===== src/design/timer_ext_pkg.sv =====
// shared constants and types for the counter unit and its scaler
package timer_ext_pkg;

    ////////////////////////////////////////////////////////////////////////
    // widths
    localparam int COUNT_W = 8;
    localparam int SCALER_W = 8;
    localparam int RATIO_W = 3;
    localparam int WDT_W = 16;

    ////////////////////////////////////////////////////////////////////////
    // configuration field positions (low four bits)
    localparam int CFG_RATIO_LSB = 0;
    localparam int CFG_SEL_BIT = 3;
    localparam int CFG_W = 4;

    ////////////////////////////////////////////////////////////////////////
    // reset values
    localparam logic [COUNT_W-1:0] COUNT_RST = 8'h00;
    localparam logic [SCALER_W-1:0] SCALER_RST = 8'h00;
    localparam logic [WDT_W-1:0] WDT_RST = 16'h0000;

    ////////////////////////////////////////////////////////////////////////
    // timing: one oscillator period is one core clock
    localparam int CLK_PERIOD_PS = 4000;
    localparam int TOSC_PS = 4000;
    localparam int EXT_MIN_LEVEL_TOSC = 2;
    localparam int EXT_MIN_PERIOD_TOSC = 4;
    localparam int EXT_MIN_LEVEL_CYC =
        (EXT_MIN_LEVEL_TOSC * TOSC_PS + CLK_PERIOD_PS - 1) / CLK_PERIOD_PS;
    localparam int EXT_MIN_PERIOD_CYC =
        (EXT_MIN_PERIOD_TOSC * TOSC_PS + CLK_PERIOD_PS - 1) / CLK_PERIOD_PS;
    localparam int unsigned WDT_CYCLES_DEF = 1024;

    ////////////////////////////////////////////////////////////////////////
    // types
    typedef enum logic [1:0] {PH_ONE, PH_TWO, PH_THREE, PH_FOUR} phase_t;

    typedef struct packed {
        logic assign_wdt;
        logic [RATIO_W-1:0] ratio;
    } tmr_cfg_t;

    typedef struct packed {
        logic wr;
        logic [COUNT_W-1:0] data;
    } count_wr_t;

    // low n bits set: postscaler terminal count pattern
    function automatic logic [SCALER_W-1:0] ratio_mask(
        input logic [RATIO_W-1:0] n
    );
        return (SCALER_W'(1) << n) - SCALER_W'(1);
    endfunction

endpackage


===== src/design/scaler_counter.sv =====
// eight-bit shared scaling counter with clear priority
`timescale 1ns/1ps
`default_nettype none
module scaler_counter
    import timer_ext_pkg::*;
(
    // clock and reset
    input wire logic mclk_i,
    input wire logic rst_i,
    // control
    input wire logic clear_i,
    input wire logic tick_i,
    // count
    output logic [SCALER_W-1:0] count_o
);

    logic [SCALER_W-1:0] cnt_q;
    logic [SCALER_W-1:0] cnt_d;

    always_comb begin
        cnt_d = cnt_q;
        if (clear_i) begin
            cnt_d = SCALER_RST;
        end else if (tick_i) begin
            cnt_d = cnt_q + SCALER_W'(1);
        end
    end

    always_ff @(posedge mclk_i or posedge rst_i) begin
        if (rst_i) begin
            cnt_q <= SCALER_RST;
        end else begin
            cnt_q <= cnt_d;
        end
    end

    assign count_o = cnt_q;

endmodule // scaler_counter
`default_nettype wire


===== src/design/timer_ext_clock_prescaler.sv =====
// counter unit with external count input, shared scaler and watchdog
`timescale 1ns/1ps
`default_nettype none
// Function
// - scaler given to watchdog: counter path sees the raw count input
// - scaler output sampled on phase two and phase four only
// - scaled mode divides the count input into a symmetrical output
// - counter increments one cycle after the sampled edge is captured
// - one eight-bit scaler serves either counter or watchdog
// - scaler assignment exclusive; the other user runs unscaled
// - select bit three, ratio bits two to zero of configuration
// - counter writes clear the scaler when it serves the counter
// - watchdog clear resets watchdog and scaler when it serves watchdog
// - scaler count has no software read or write path
module timer_ext_clock_prescaler
    import timer_ext_pkg::*;
#(
    parameter int unsigned WDT_CYCLES = WDT_CYCLES_DEF
) (
    // clock and reset
    input wire logic mclk_i,
    input wire logic rst_i,
    // external count pin
    input wire logic ext_count_input_i,
    // configuration, core logic
    input wire tmr_cfg_t cfg_i,
    // core access to the counter
    input wire count_wr_t count_wr_i,
    input wire logic watchdog_clear_instruction_i,
    // status
    output logic [COUNT_W-1:0] count_register_o,
    output logic count_overflow_o,
    output logic watchdog_timeout_o
);

    ////////////////////////////////////////////////////////////////////////
    // configuration decode
    logic [CFG_W-1:0] cfg_bits;
    logic scaler_assign_select;
    logic [RATIO_W-1:0] scale_ratio_select;

    assign cfg_bits = cfg_i;
    assign scaler_assign_select = cfg_bits[CFG_SEL_BIT];
    assign scale_ratio_select = cfg_bits[CFG_RATIO_LSB +: RATIO_W];

    ////////////////////////////////////////////////////////////////////////
    // pin synchroniser and edge finder
    logic ext_meta_q;
    logic ext_sync_q;
    logic ext_prev_q;
    logic ext_rise;

    always_ff @(posedge mclk_i or posedge rst_i) begin
        if (rst_i) begin
            ext_meta_q <= 1'b0;
            ext_sync_q <= 1'b0;
            ext_prev_q <= 1'b0;
        end else begin
            ext_meta_q <= ext_count_input_i;
            ext_sync_q <= ext_meta_q;
            ext_prev_q <= ext_sync_q;
        end
    end

    assign ext_rise = ext_sync_q & ~ext_prev_q;

    ////////////////////////////////////////////////////////////////////////
    // internal phase clocks, one instruction cycle is four core clocks
    phase_t phase_q;
    phase_t phase_d;

    always_comb begin
        unique case (phase_q)
            PH_ONE: phase_d = PH_TWO;
            PH_TWO: phase_d = PH_THREE;
            PH_THREE: phase_d = PH_FOUR;
            PH_FOUR: phase_d = PH_ONE;
        endcase
    end

    always_ff @(posedge mclk_i or posedge rst_i) begin
        if (rst_i) begin
            phase_q <= PH_ONE;
        end else begin
            phase_q <= phase_d;
        end
    end

    ////////////////////////////////////////////////////////////////////////
    // watchdog timer
    logic [WDT_W-1:0] wdt_cnt_q;
    logic [WDT_W-1:0] wdt_cnt_d;
    logic wdt_ovf;

    assign wdt_ovf = (wdt_cnt_q == WDT_W'(WDT_CYCLES - 1));

    always_comb begin
        wdt_cnt_d = wdt_cnt_q + WDT_W'(1);
        if (watchdog_clear_instruction_i || wdt_ovf) begin
            wdt_cnt_d = WDT_RST;
        end
    end

    ////////////////////////////////////////////////////////////////////////
    // shared scaler, owned by one user at a time
    logic [SCALER_W-1:0] scaler_cnt;
    logic scaler_tick;
    logic scaler_clear;
    logic scaler_out;

    always_comb begin
        if (scaler_assign_select) begin
            scaler_tick = wdt_ovf;
            scaler_clear = watchdog_clear_instruction_i;
            scaler_out = ext_sync_q;
        end else begin
            scaler_tick = ext_rise;
            scaler_clear = count_wr_i.wr;
            scaler_out = scaler_cnt[scale_ratio_select];
        end
    end

    // count kept internal, no port exposes it
    scaler_counter u_scaler (
        .mclk_i(mclk_i),
        .rst_i(rst_i),
        .clear_i(scaler_clear),
        .tick_i(scaler_tick),
        .count_o(scaler_cnt)
    );

    ////////////////////////////////////////////////////////////////////////
    // phase sampling and counter register
    logic samp_q;
    logic samp_d;
    logic samp_prev_q;
    logic samp_prev_d;
    logic fresh_q;
    logic fresh_d;
    logic inc;
    logic [COUNT_W-1:0] count_q;
    logic [COUNT_W-1:0] count_d;
    logic ovf_q;
    logic ovf_d;
    logic wdt_to_q;
    logic wdt_to_d;

    assign inc = fresh_q & samp_q & ~samp_prev_q;

    always_comb begin
        samp_d = samp_q;
        samp_prev_d = samp_prev_q;
        fresh_d = 1'b0;
        if (phase_q == PH_TWO || phase_q == PH_FOUR) begin
            samp_d = scaler_out;
            samp_prev_d = samp_q;
            fresh_d = 1'b1;
        end
        count_d = count_q;
        ovf_d = 1'b0;
        if (count_wr_i.wr) begin
            count_d = count_wr_i.data;
        end else if (inc) begin
            count_d = count_q + COUNT_W'(1);
            ovf_d = (count_q == {COUNT_W{1'b1}});
        end
        if (scaler_assign_select) begin
            wdt_to_d = wdt_ovf &&
                ((scaler_cnt & ratio_mask(scale_ratio_select)) ==
                 ratio_mask(scale_ratio_select));
        end else begin
            wdt_to_d = wdt_ovf;
        end
    end

    always_ff @(posedge mclk_i or posedge rst_i) begin
        if (rst_i) begin
            samp_q <= 1'b0;
            samp_prev_q <= 1'b0;
            fresh_q <= 1'b0;
            count_q <= COUNT_RST;
            ovf_q <= 1'b0;
            wdt_to_q <= 1'b0;
            wdt_cnt_q <= WDT_RST;
        end else begin
            samp_q <= samp_d;
            samp_prev_q <= samp_prev_d;
            fresh_q <= fresh_d;
            count_q <= count_d;
            ovf_q <= ovf_d;
            wdt_to_q <= wdt_to_d;
            wdt_cnt_q <= wdt_cnt_d;
        end
    end

    assign count_register_o = count_q;
    assign count_overflow_o = ovf_q;
    assign watchdog_timeout_o = wdt_to_q;
endmodule // timer_ext_clock_prescaler
`default_nettype wire


===== config.mk =====
export PLATFORM = sky130hd
export DESIGN_NAME = timer_ext_clock_prescaler
export DESIGN_NICKNAME = d
export VERILOG_FILES = /design/src/design/timer_ext_pkg.sv /design/src/design/scaler_counter.sv /design/src/design/timer_ext_clock_prescaler.sv
export SDC_FILE = /design/constraint.sdc
export NUM_CORES = 1
export LEC_CHECK = 0
export BUFFER_PORTS_ARGS = -buffer_cell sky130_fd_sc_hd__buf_2
export CAP_MARGIN = 20
export CORE_UTILIZATION = 50
export DETAILED_ROUTE_END_ITERATION = 8
export PLACE_DENSITY = 0.73
export SYNTH_ARGS = -nofsm -noshare
export SYNTH_HDL_FRONTEND = slang
export SYNTH_HIERARCHICAL = 1
export SYNTH_SLANG_ARGS = --single-unit

===== constraint.sdc =====
create_clock -name mclk_i -period 1.9 [get_ports mclk_i]
set_input_delay 0.19 -clock mclk_i [delete_from_list [all_inputs] [get_ports mclk_i]]
set_output_delay 0.19 -clock mclk_i [all_outputs]
set_load 0.01 [all_outputs]

=== Yosys cells after proc, flatten, opt, wreduce, memory -nomap -nowiden ===
Index checks and enable logic that the tools add are counted.

* Register bits: 42
* Bits in latches: 0
* Bits in writable memories: 0
* Memory bits (read-only): 0
* Output and inout bits: 10
* Memories kept: 0

* $add $sub $neg: 4
* $mul: 0
* Div/mod/pow operators: 0
* Magnitude comparators: 1
* Equality and inequality tests: 6
* Shift-type cells: 1
* Muxes and demuxes: 15
* Bitwise gates (word level): 6
* Reductions and logical operators: 6

{| class="wikitable"
|+ Operators with widths
! cell !! count
|-
| $mux 8 || 4
|-
| $add 16x1->16 const B || 1
|-
| $add 8x1->8 const B || 2
|-
| $eq 16x10->1 const B || 1
|-
| $mux 16 || 1
|-
| $and 8x8->8 || 1
|-
| $eq 8x8->1 || 1
|-
| $eq 8x8->1 const B || 1
|-
| $mux 1 || 8
|-
| $pmux 2 s4 || 1
|-
| $shl 1x3->8 const A || 1
|-
| $sub 8x2->8 const B || 1
|-
| $eq 2x2->1 const B || 2
|-
| $lt 3x4->1 const B || 1
|-
| $reduce_bool 2->1 || 2
|-
| $and 1x1->1 || 3
|-
| $bmux 1 s3 || 1
|-
| $eq 2x1->1 const B || 1
|-
| $logic_not 2->1 || 1
|-
| $logic_or 1x1->1 || 2
|-
| $not 1->1 || 2
|-
| $logic_and 1x1->1 || 1
|}

=== Longest topological paths before layout ===
Gate-level depths: netlist of the first run.

* Depth after elaboration: 6
* Depth in mapped cells: 10
* Depth with buffers taken out: 9

=== Modules after synthesis ===
The synthesis of the first run kept the hierarchy.

{| class="wikitable"
|+ By module, submodules not included
! module !! times used !! cells each !! area an instance (um^2) !! sequential area each (um^2)
|-
| timer_ext_clock_prescaler || 1 || 182 || 1793.0 || 850.8
|-
| scaler_counter || 1 || 38 || 400.4 || 200.2
|}

=== Worst setup path before layout of the first run ===
OpenSTA, ideal clock, no wires.

* Kind: register to register
* From: register wdt_cnt_q[0]
* To: register u_scaler.cnt_q[5], in the netlist u_scaler/count_o[5]
* Setup time: 0.077 ns
* Data arrival time: 1.995 ns
* Required time: 1.823 ns
* Path slack: -0.173 ns
* Cell stages (with the launch flop): 11
* Clock period less this slack: 2.073 ns
* Cells stage by stage: dfrtp_1 > ha_1 > nand4_2 > nor3_4 > and3_1 > nand2_1 > o21ai_0 > buf_4 > o2111ai_4 > or3_1 > a21oi_1

* Word-level cells in the longest chain between the ends: 3

{| class="wikitable"
|+ Ends and longest elaborated chain
! what !! line !! RTL
|-
| start, declared || timer_ext_clock_prescaler.sv:91 || <nowiki>logic [WDT_W-1:0] wdt_cnt_q;</nowiki>
|-
| start signal, assigned || timer_ext_clock_prescaler.sv:192 || <nowiki>wdt_cnt_q <= wdt_cnt_d;</nowiki>
|-
| $eq 16x10->1 || timer_ext_clock_prescaler.sv:95 || <nowiki>assign wdt_ovf = (wdt_cnt_q == WDT_W'(WDT_CYCLES - 1));</nowiki>
|-
| $mux 1 || timer_ext_clock_prescaler.sv:112 || <nowiki>if (scaler_assign_select) begin</nowiki>
|-
| named net scaler_tick || timer_ext_clock_prescaler.sv:107 || <nowiki>logic scaler_tick;</nowiki>
|-
| $reduce_bool 2->1 (no line) || n/a ||
|-
| end signal, assigned || scaler_counter.sv:33 || <nowiki>cnt_q <= cnt_d;</nowiki>
|-
| end, declared || scaler_counter.sv:17 || <nowiki>logic [SCALER_W-1:0] cnt_q;</nowiki>
|}

The timed path passes the listed nets, and every way through them passes these cells.
A chain may end at the register's enable or synchronous reset.

=== Worst setup path in the final report of the first run ===
* From: register wdt_cnt_q[1]
* To: register u_scaler.cnt_q[5], in the netlist u_scaler/count_o[5]

Same word-level chain as after synthesis.

==> metrics, run 1 <==
endpoints failing setup=0; port bufs=26; Req. time, crit path=around 2.1 ns; H-Tree Level Count=2; post-synthesis mux area share=0.0479; # clock sinks=between 40 and 50; Max Fclk=538 MHz; Worst Setup End Kind=flop; Synth Warn #=6; hold crit path type=in2reg; all-layer global routing usage=0.195; root buffer cell=clkbuf_8; Crit Path Max Fanout=5; die area=~4700 um2; Vias=~1700; largest family of logic cells by synthesized area=simple AND/OR/NAND/NOR gates; Rel. slew slack=0.692; Starting Density=0.533; final core utilization=0.635; Layout area overhead=19.1%; Clk pwr share=0.344; Final nets=about 290; dpl hpwl=2810 um; Internal=1.30 mW; sw frac=0.250; area occupied by multi-input gates=~1100 um2; adder-cell share of the synthesized area=0.0456; Vias/cell=5.30; Detailed Route WL=roughly 4000 um; unrepaired setup endpoints after global routing=yes; Fillers=between 300 and 400; R2R Path End=u_scaler/count_o[5]$_DFFE_PP0P_; Final ANT Viol Nets=0; Hold Crit Start=count_wr_i[4]; layout cells sized above 1=0.242; Post-Synth Simple-Gate Area=0.200; CP Data Arrival Time=around 2.1 ns; minimum clock period=about 1.9 ns; n_diodes=0; FF-to-FF Start=wdt_cnt_q[1]$_DFF_PP0_; Worst Hold End=count_register_o[4]$_DFFE_PP0P_; number of buffers created by CTS=5; clock skew=0.00847 ns; Fin Setup TNS=0 ns; Routed WL per cell=around 13 um; r2r setup slk=between 0.04 and 0.05 ns; Worst Max-Slew Pin Slew=0.457 ns; Core Region=4120 um2; largest net degree at the start of global routing=35; Core Rows=23; Reg clk slew, reported paths=0.08 ns; vias in the first global route=around 1500; Switch Pwr=roughly 430 uW; Syn Std Cell Area=2190 um2; initial antenna violation count=0; synthesized area per cell=between 9 and 10 um2; Setup CP Type=reg2reg; Seq cells post-synth=42; Tot Pwr=approximately 1.7 mW; chip height=a little under 70 um; drt pass-1 iters=4; FF/Latch Area=between 1000 and 1500 um2; Iteration-0 DRC Markers=between 100 and 150; Pwr per Cell Area=roughly 660 nW/um2; DRC=0; Final Cycle Share=0.979; Startpoint Class=flop; Skew-Pair Late Insertion Delay=around 0.3 ns; CTS tree=done; count of final hold-check violations=0; Worst Hold Path Cells=3; Net Count, Synth=between 200 and 250; Max-Cap Viols=0; Leakage=between 1 and 1.5 nW; Netlist cell types=35; XOR/XNOR Fraction of Synth Area=0.104; gpl congestion=approximately 0.8; Slew Limit Fails=0; Compound-Gate Fraction of Synth Area=0.0827; Syn Inst Count=220; status=finished, final reports clean; # IOs=27; CTS max path bufs=2; total gr overflow=0; Comb pwr share=0.103; Die W=between 60 and 70 um; Worst IR Drop VDD=~0.00033 V; sequential-to-total area share from yosys stat=0.479; Seq pwr share=0.552; first-pass GRT wire length=~6400 um; r2r worst-path depth=9
## registers in the layout, indices dropped and copies added (netlist names)
register	count
wdt_cnt_q	16
count_register_o	8
u_scaler/count_o	8
phase_q	2
count_overflow_o	1
ext_meta_q	1
ext_prev_q	1
ext_sync_q	1
fresh_q	1
samp_prev_q	1
samp_q	1
watchdog_timeout_o	1
## area by class of cell
type,count,area share
tap,50,0.0239
clock buffer,6,0.0316
multi-input combinational,162,0.418
clock inverter,2,0.00479
timing repair buffer,45,0.108
inverter,8,0.0115
sequential,42,0.402
## per-layer routing
metal | global-route usage | wire length [um] | vias up
met5 | 0 | 0 | -
met3 | 0.0450 | 168 | 7
li1 | - | - | 830
met4 | 0.109 | 87 | 0
met1 | 0.225 | 1810 | 795
met2 | 0.330 | 1970 | 38
## placed cells by master (no fill, tap or decap), types with 2 or more instances in the layout
cell           netlist  routed
a21oi_1              6       6
and3_1               4       3
buf_2                0      26
buf_4                3      16
clkbuf_8             0       6
dfrtp_1             42      42
dlygate4sd3_1        0       2
ha_1                 8       7
inv_1                8       8
mux2_2               2       2
mux2i_1              6       6
nand2_1             23      22
nand2b_1             2       2
nand3_1              9       9
nand4_1              4       4
nor2_1              32      32
nor3_1               2       2
nor4_1               3       3
o211ai_1             2       2
o21ai_0             14      13
or2_2                2       2
or3_1                6       6
xnor2_1             11      11
xor2_1              15      15
## cell families (layout without fill, tap and decap cells)
family                     count (synthesis)  after routing
buffers and inverters                     16             61
DFF                                       42             42
and+or+nand+nor                           91             91
AOI/OAI and AO/OA                         28             28
xor gates and xnor gates                  26             26
adders and majority gates                  8              8
muxes                                      9              9
## worst max-delay path by stage
stage,depth (start not counted),endpoint,start
2_1_floorplan,10,u_scaler/count_o[5]$_DFFE_PP0P_,wdt_cnt_q[0]$_DFF_PP0_
3_3_place_gp,9,u_scaler/count_o[5]$_DFFE_PP0P_,wdt_cnt_q[1]$_DFF_PP0_
3_5_place_dp,9,u_scaler/count_o[7]$_DFFE_PP0P_,wdt_cnt_q[1]$_DFF_PP0_
4_1_cts,9,u_scaler/count_o[7]$_DFFE_PP0P_,wdt_cnt_q[1]$_DFF_PP0_
5_1_grt,9,u_scaler/count_o[7]$_DFFE_PP0P_,wdt_cnt_q[1]$_DFF_PP0_
6_report,9,u_scaler/count_o[5]$_DFFE_PP0P_,wdt_cnt_q[1]$_DFF_PP0_
## critical path, stage by stage, from the launching register on
cell       delay [ns]
dfrtp_1          0.40
ha_4             0.17
nand4_4          0.08
nor3_4           0.15
and3_4           0.22
nand2_2          0.07
o21ai_4          0.09
o2111ai_4        0.15
or3_1            0.34
a21oi_1          0.13
## power by group through the flow
stage | clock (mW) | combinational (mW) | sequential [mW]
after floorplan | 0 | 0.103 | 0.976
after global placement | 0 | 0.172 | 0.970
after detailed placement | 0 | 0.176 | 0.972
after CTS | 0.621 | 0.180 | 0.954
after global routing | 0.660 | 0.202 | 0.959
final | 0.595 | 0.178 | 0.954
## per-stage QoR
stage	instances	area (um2)	setup WS (ns)	hold slack [ns]
detailed placement	303	2460	-0.107	0.163
global placement	303	2460	-0.0205	0.158
CTS	313	2580	0.0387	0.0792
finish	315	2610	0.0400	0.0875
floorplan	220	2210	-0.0802	0.00566
global route	315	2610	-0.0829	0.0858
## Yosys cell counts (all sizes together)
master   number  area [um2]
clkbuf        3        11.3
mux2          2        22.5
or3           6        37.5
nand4         5        37.5
a221oi        1        8.76
nand2b        2        12.5
a21boi        1        7.51
buf           5        48.8
xnor2        11        96.3
nor3          3        26.3
xor2         15         131
and3          4        25.0
inv           8        30.0
nor4          3        18.8
mux2i         6        60.1
o21ai        14        70.1
o211ai        2        15.0
mux4          1        22.5
a21oi         6        30.0
nor2         32         120
nand2        23        86.3
a211oi        1        7.51
o2111ai       1        26.3
or2           3        18.8
dfrtp        42        1050
o21bai        1        7.51
ha            8         100
nand3        10        55.1
o221ai        1        8.76
## timing repair
action	CTS	global route
endpoints found under the setup margin	6	5
buffers inserted	0	2
endpoints found under the hold margin	36	0
pin swaps	1	1
gates resized for setup	2	3
hold buffers	2	0
(Power assumes the default switching activity.)
==> run 2, diff against run 1 <==
Settings changed: CTS_BUF_LIST from default to sky130_fd_sc_hd__clkbuf_2.
==> metrics, run 2 (synthesis gave the netlist of run 1 again) <==
count of final hold-check violations=0 (unchanged); CP Data Arrival Time=2.21 ns (+0.12 ns); Worst Hold Path Cells=2 (-1); r2r setup slk=0.04 ns (about the same); number of buffers created by CTS=5 (unchanged); Hold Crit Start=cfg_i[3]; CP cell instances=ha_4 -> nand4_4 -> nor3_4 -> and3_4 -> nand2_2 -> o21ai_4 -> o2111ai_4 -> or3_1 -> a21oi_1; Die W=68.2 um (unchanged); Startpoint Class=flop; Largest register FFs=16 (unchanged); Core Region=4120 um2 (unchanged); minimum clock period=1.86 ns (-0.0000735 ns); Skew-Pair Late Insertion Delay=0.41 ns (+0.11 ns); most frequent cells in the layout=dfrtp_1 (42), nor2_1 (32), buf_2 (26), nand2_1 (22), buf_4 (16); largest net degree at the start of global routing=35 (unchanged); Slew Limit Fails=0 (unchanged); all-layer global routing usage=0.204 (+0.00879); n_diodes=0 (unchanged); endpoints failing setup=0 (unchanged); Starting Density=0.533 (unchanged); met1 GRT Util=0.236 (+0.0116); placed cells=303 (unchanged); Worst IR Drop VDD=0.000332 V (+0.34%); busiest grt layer=met2; Final nets=296 (+2.4%); Pwr per Cell Area=577 nW/um2 (-13%); H-Tree Level Count=2 (unchanged); commonest non-fill, non-tap cell in the layout=dfrtp_1; Worst Max-Slew Pin Slew=0.462 ns (+0.00448 ns); Core Rows=23 (unchanged); design area=2640 um2 (+1.1%); Setup CP Type=reg2reg; Final ANT Viol Nets=0 (unchanged); Final Cycle Share=0.979 (about the same); Biggest register=wdt_cnt_q; total gr overflow=0 (unchanged); dpl hpwl=2810 um (unchanged); # IOs=27 (unchanged); root buffer cell=clkbuf_2; initial antenna violation count=0 (unchanged); Routed WL per cell=13.2 um (+3.2%); Req. time, crit path=2.25 ns (+0.12 ns); FF-to-FF Start=wdt_cnt_q[1]$_DFF_PP0_; first-pass GRT wire length=6780 um (+5.6%); die area=4660 um2 (unchanged); Iteration-0 DRC Markers=124 (-16%); status=finished, final reports clean; pre-CTS setup slack=-0.107 ns (unchanged); GR Util met3=0.0567 (+0.0117); CTS tree=done; Detailed Route WL=4260 um (+5.5%); clock skew=0.0301 ns (+0.0216 ns); CTS max path bufs=2 (unchanged); vias in the first global route=1558 (+3.2%); Worst path max stage delay=0.43 ns (+0.03 ns); unrepaired setup endpoints after global routing=yes; PnR worst setup slack=0.0401 ns (+0.0000735 ns); Max Fclk=538 MHz (about the same); Vias=1705 (+2.1%); port bufs=26 (unchanged); Slowest-stage cell, CP=dfrtp_1; layout cells sized above 1=0.239 (-0.00254); Leakage=1.21 nW (+0.58%); Worst Setup End Kind=flop; DRC=0 (unchanged); drt pass-1 iters=4 (unchanged); Layout area overhead=20.4%; Vias/cell=5.30 (-0.12%); hold crit path type=in2reg; met2 Use GR=0.350 (+0.0208); non-filler cells, final=322 (+2.2%); Tot Pwr=1.52 mW (-12%); dpl cell area=2460 um2 (unchanged); Rel. slew slack=0.689 (-0.00302); Crit Path Max Fanout=5 (unchanged); Max-Cap Viols=0 (unchanged); chip height=68.2 um (unchanged); r2r worst-path depth=9 (unchanged); R2R Path End=u_scaler/count_o[7]$_DFFE_PP0P_; Worst Hold End=watchdog_timeout_o$_DFF_PP0_; Reg clk slew, reported paths=0.22 ns (+0.14 ns); gpl congestion=0.797 (unchanged); # clock sinks=42 (unchanged)
## run 2: worst max-delay path by stage
stage                                       from  cells past startpoint  slack (ns)                               to
after floorplan           wdt_cnt_q[0]$_DFF_PP0_                     10       -0.08  u_scaler/count_o[5]$_DFFE_PP0P_
after global placement    wdt_cnt_q[1]$_DFF_PP0_                      9       -0.02  u_scaler/count_o[5]$_DFFE_PP0P_
after detailed placement  wdt_cnt_q[1]$_DFF_PP0_                      9       -0.11  u_scaler/count_o[7]$_DFFE_PP0P_
after CTS                 wdt_cnt_q[1]$_DFF_PP0_                      9      0.0003  u_scaler/count_o[7]$_DFFE_PP0P_
after global routing      wdt_cnt_q[1]$_DFF_PP0_                      9       -0.11  u_scaler/count_o[7]$_DFFE_PP0P_
final                     wdt_cnt_q[1]$_DFF_PP0_                      9        0.04  u_scaler/count_o[7]$_DFFE_PP0P_
## run 2: area by class of cell
class / count / area, um2
clock inverters: 3 / 16.3
inverters: 8 / 30.0
repair buffers: 52 / 350
flip-flops and latches: 42 / 1050
fillers: 336 / 1470
clock buffers: 5 / 25.0
multi-input cells: 162 / 1110
well taps: 50 / 62.6
## run 2: worst max-delay path: cells and delay by family, from the launching register on
family | cells | cell delay [ns]
simple gates | 5 | 0.85
flops | 1 | 0.43
compound gates | 3 | 0.38
fa+ha+maj | 1 | 0.17
## run 2: per-layer routing
metal	vias to the layer above	wire, um
li1	844	-
met1	822	1900
met2	33	2130
met3	6	159
met4	0	66
met5	-	0
## run 2: where the power goes
part | internal [mW] | total (mW) | switching, mW
combinational | 0.0926 | 0.194 | 0.101
sequential | 0.924 | 0.956 | 0.0318
clock | 0.0839 | 0.374 | 0.290
## run 2: stage by stage
stage               TNS (ns)  hold slack [ns]   util
floorplan             -0.182          0.00566      -
global placement     -0.0354            0.158  0.598
detailed placement    -0.365            0.163  0.598
CTS                        0           0.0201  0.634
global route          -0.345          0.00847  0.642
finish                     0           0.0482  0.642
## run 2: repair_timing
| action | CTS | global route |
|---|---|---|
| hold buffers | 10 | 0 |
| buffers inserted | 0 | 1 |
| hold endpoints to repair | 51 | 0 |
| pin swaps | 1 | 3 |
| endpoints found under the setup margin | 7 | 6 |
| gates resized for setup | 2 | 5 |
==> run 3, diff against run 2 <==
Settings changed: ABC_AREA from default to 1, PLACE_DENSITY 0.73 to 0.72.
==> metrics, run 3 <==
Syn Inst Count=325 (+48%); Final Cycle Share=0.981 (+0.00252); Die W=72.1 um (+5.7%); Routed WL per cell=11.3 um (-14%); most frequent cells in the layout=nand2_1 (75), nor2_1 (52), inv_1 (43), dfrtp_1 (42), nand3_1 (28); Post-synth EDFFs=0 (unchanged); commonest cells in the netlist=nand2_1 (76), nor2_1 (53), inv_1 (43); Largest register FFs=16 (unchanged); most frequent cell after synthesis=nand2_1; Crit Path Max Fanout=6 (+1); worst hold slack=0.0517 ns (+0.00354 ns); Vias/cell=4.86 (-8.1%); CP cell instances=ha_2 -> nand2_4 -> nor2_4 -> nand2_4 -> nor2_4 -> nand4_4 -> o22ai_4 -> nor2_4 -> nor2_4 -> nand2_2 -> nand2_1 -> nand2_1 -> nor2_2; clock skew=0.0135 ns (-0.0165 ns); CTS tree=done; vias in the first global route=2043 (+31%); first-pass GRT wire length=8950 um (+32%); Final nets=399 (+35%); most area-hungry cell type in the Yosys netlist=dfrtp_1; Worst Setup End Kind=flop; H-Tree Level Count=2 (unchanged); Pwr per Cell Area=589 nW/um2 (+2.1%); Async SR Flop Fraction=1.00 (unchanged); non-filler cells, final=442 (+37%); Slew Limit Fails=0 (unchanged); number of buffers created by CTS=5 (unchanged); FF-to-FF Start=wdt_cnt_q[1]$_DFF_PP0_; hold crit path type=in2reg; r2r worst-path depth=13 (+4); placed cells=421 (+39%); Setup CP Type=reg2reg; Startpoint Class=flop; post-synth top area share=0.427 (-0.0517); Reg clk slew, reported paths=0.22 ns (about the same); Detailed Route WL=5010 um (+18%); Core Rows=25 (+8.7%); Max-Cap Viols=0 (unchanged); synthesized area per cell=7.56 um2 (-24%); endpoints failing setup=0 (unchanged); unrepaired setup endpoints after global routing=yes; Syn Std Cell Area=2460 um2 (+12%); gpl congestion=0.855 (+7.4%); # clock sinks=42 (unchanged); initial antenna violation count=0 (unchanged); count of final hold-check violations=0 (unchanged); Layout area overhead=18.6%; Tot Pwr=1.72 mW (+13%); status=finished, final reports clean; Net Count, Synth=350 (+43%); Hold Crit Start=count_wr_i[7]; synth top area cells=dfrtp_1 (43%), nand2_1 (12%), nor2_1 (8.1%); CTS max path bufs=2 (unchanged); # IOs=27 (unchanged); Vias=2150 (+26%); root buffer cell=clkbuf_2; CP Data Arrival Time=2.23 ns (+0.02 ns); n_diodes=0 (unchanged); Netlist cell types=31 (-11%); Worst Hold End=count_register_o[7]$_DFFE_PP0P_; sequential-to-total area share from yosys stat=0.427 (-0.0517); commonest non-fill, non-tap cell in the layout=nand2_1; largest net degree at the start of global routing=34 (-2.9%); most common flop cell mapped by yosys=dfrtp_1; port bufs=26 (unchanged); Worst Hold Path Cells=4 (+2); minimum clock period=1.86 ns (+0.00479 ns); total gr overflow=0 (unchanged); Slowest-stage cell, CP=dfrtp_1; Worst Max-Slew Pin Slew=0.419 ns (-0.0428 ns); chip height=72.1 um (+5.7%); DRC=0 (unchanged); Iteration-0 DRC Markers=148 (+19%); layout cells sized above 1=0.189 (-0.0496); CP dominant cell by count=nor2_4; Synth Warn #=6 (unchanged); Leakage=1.41 nW (+16%); Seq cells post-synth=42 (unchanged); Worst path max stage delay=0.41 ns (-0.02 ns); all-layer global routing usage=0.221 (+0.0172); Req. time, crit path=2.27 ns (+0.02 ns); Core Region=4720 um2 (+15%); drt pass-1 iters=4 (unchanged); R2R Path End=u_scaler/count_o[5]$_DFFE_PP0P_; Skew-Pair Late Insertion Delay=0.41 ns (about the same); Worst IR Drop VDD=0.000450 V (+36%); Rel. slew slack=0.721 (+0.0313); Max Fclk=536 MHz (-0.26%); Starting Density=0.521 (-0.0125); Biggest register=wdt_cnt_q; dpl hpwl=3650 um (+30%); Final ANT Viol Nets=0 (unchanged); die area=5200 um2 (+12%); r2r setup slk=0.04 ns (about the same)
run 3: where the power goes:
part / total (mW) / internal (mW) / leakage, nW / switching (mW)
sequential: 0.966 / 0.929 / 0.552 / 0.0365
combinational: 0.232 / 0.0989 / 0.811 / 0.133
clock: 0.519 / 0.218 / 0.0427 / 0.300
run 3: per-stage QoR:
step,setup WS [ns],instance area (um2),TNS [ns],utilization
5_1_grt,-0.141,2920,-0.383,0.617
6_report,0.0353,2920,0,0.617
3_3_place_gp,0.110,2700,0,0.572
3_5_place_dp,0.00751,2700,0,0.572
2_1_floorplan,0.0130,2460,0,-
4_1_cts,0.0704,2850,0,0.604
run 3: timing repair:
action / 4_1_cts / 5_1_grt
resized for setup: 1 / 6
endpoints found under the hold margin: 49 / 0
buffers inserted: 0 / 5
hold buffers: 8 / 0
pin swaps: 0 / 8
endpoints found under the setup margin: 3 / 6
run 3: cells by family (layout without fill, tap and decap cells):
logic type / Yosys count / in the layout / synth area share
AOI/OAI and AO/OA: 26 / 26 / 0.0575
xor gates and xnor gates: 9 / 9 / 0.0321
adders and majority gates: 8 / 8 / 0.0407
buffers and inverters: 50 / 100 / 0.0809
DFF: 42 / 42 / 0.427
and+or+nand+nor: 190 / 190 / 0.361
run 3: final cells by class:
type | instances | area [um2]
sequential | 42 | 1050
inverter | 45 | 169
fill | 424 | 1810
tap | 67 | 83.8
multi-input combinational | 233 | 1240
clock inverter | 3 | 40.0
clock buffer | 5 | 25.0
timing repair buffer | 47 | 308
run 3: routing by layer:
| metal | routed length (um) | up-vias | global-route usage | part of all wire |
|---|---|---|---|---|
| met5 | 0 | - | 0 | 0 |
| met4 | 78 | 0 | 0.0588 | 0.016 |
| li1 | - | 1119 | - | - |
| met3 | 190 | 7 | 0.0458 | 0.038 |
| met1 | 2340 | 980 | 0.294 | 0.47 |
| met2 | 2410 | 44 | 0.368 | 0.48 |
run 3: worst max path at each step:
stage | to | from | slack [ns] | depth (start not counted)
after CTS | u_scaler/count_o[6]$_DFFE_PP0P_ | wdt_cnt_q[0]$_DFF_PP0_ | 0.07 | 13
after global routing | u_scaler/count_o[5]$_DFFE_PP0P_ | wdt_cnt_q[1]$_DFF_PP0_ | -0.14 | 13
after global placement | u_scaler/count_o[6]$_DFFE_PP0P_ | wdt_cnt_q[0]$_DFF_PP0_ | 0.11 | 12
after detailed placement | u_scaler/count_o[5]$_DFFE_PP0P_ | wdt_cnt_q[0]$_DFF_PP0_ | 0.008 | 13
final | u_scaler/count_o[5]$_DFFE_PP0P_ | wdt_cnt_q[1]$_DFF_PP0_ | 0.04 | 13
after floorplan | u_scaler/count_o[6]$_DFFE_PP0P_ | wdt_cnt_q[0]$_DFF_PP0_ | 0.01 | 12
run 3: critical path: cells and delay by family (launching register included):
kind	cells	cell delay (ns)
compound gates	1	0.19
simple gates	11	1.00
flops	1	0.41
fa+ha+maj	1	0.21
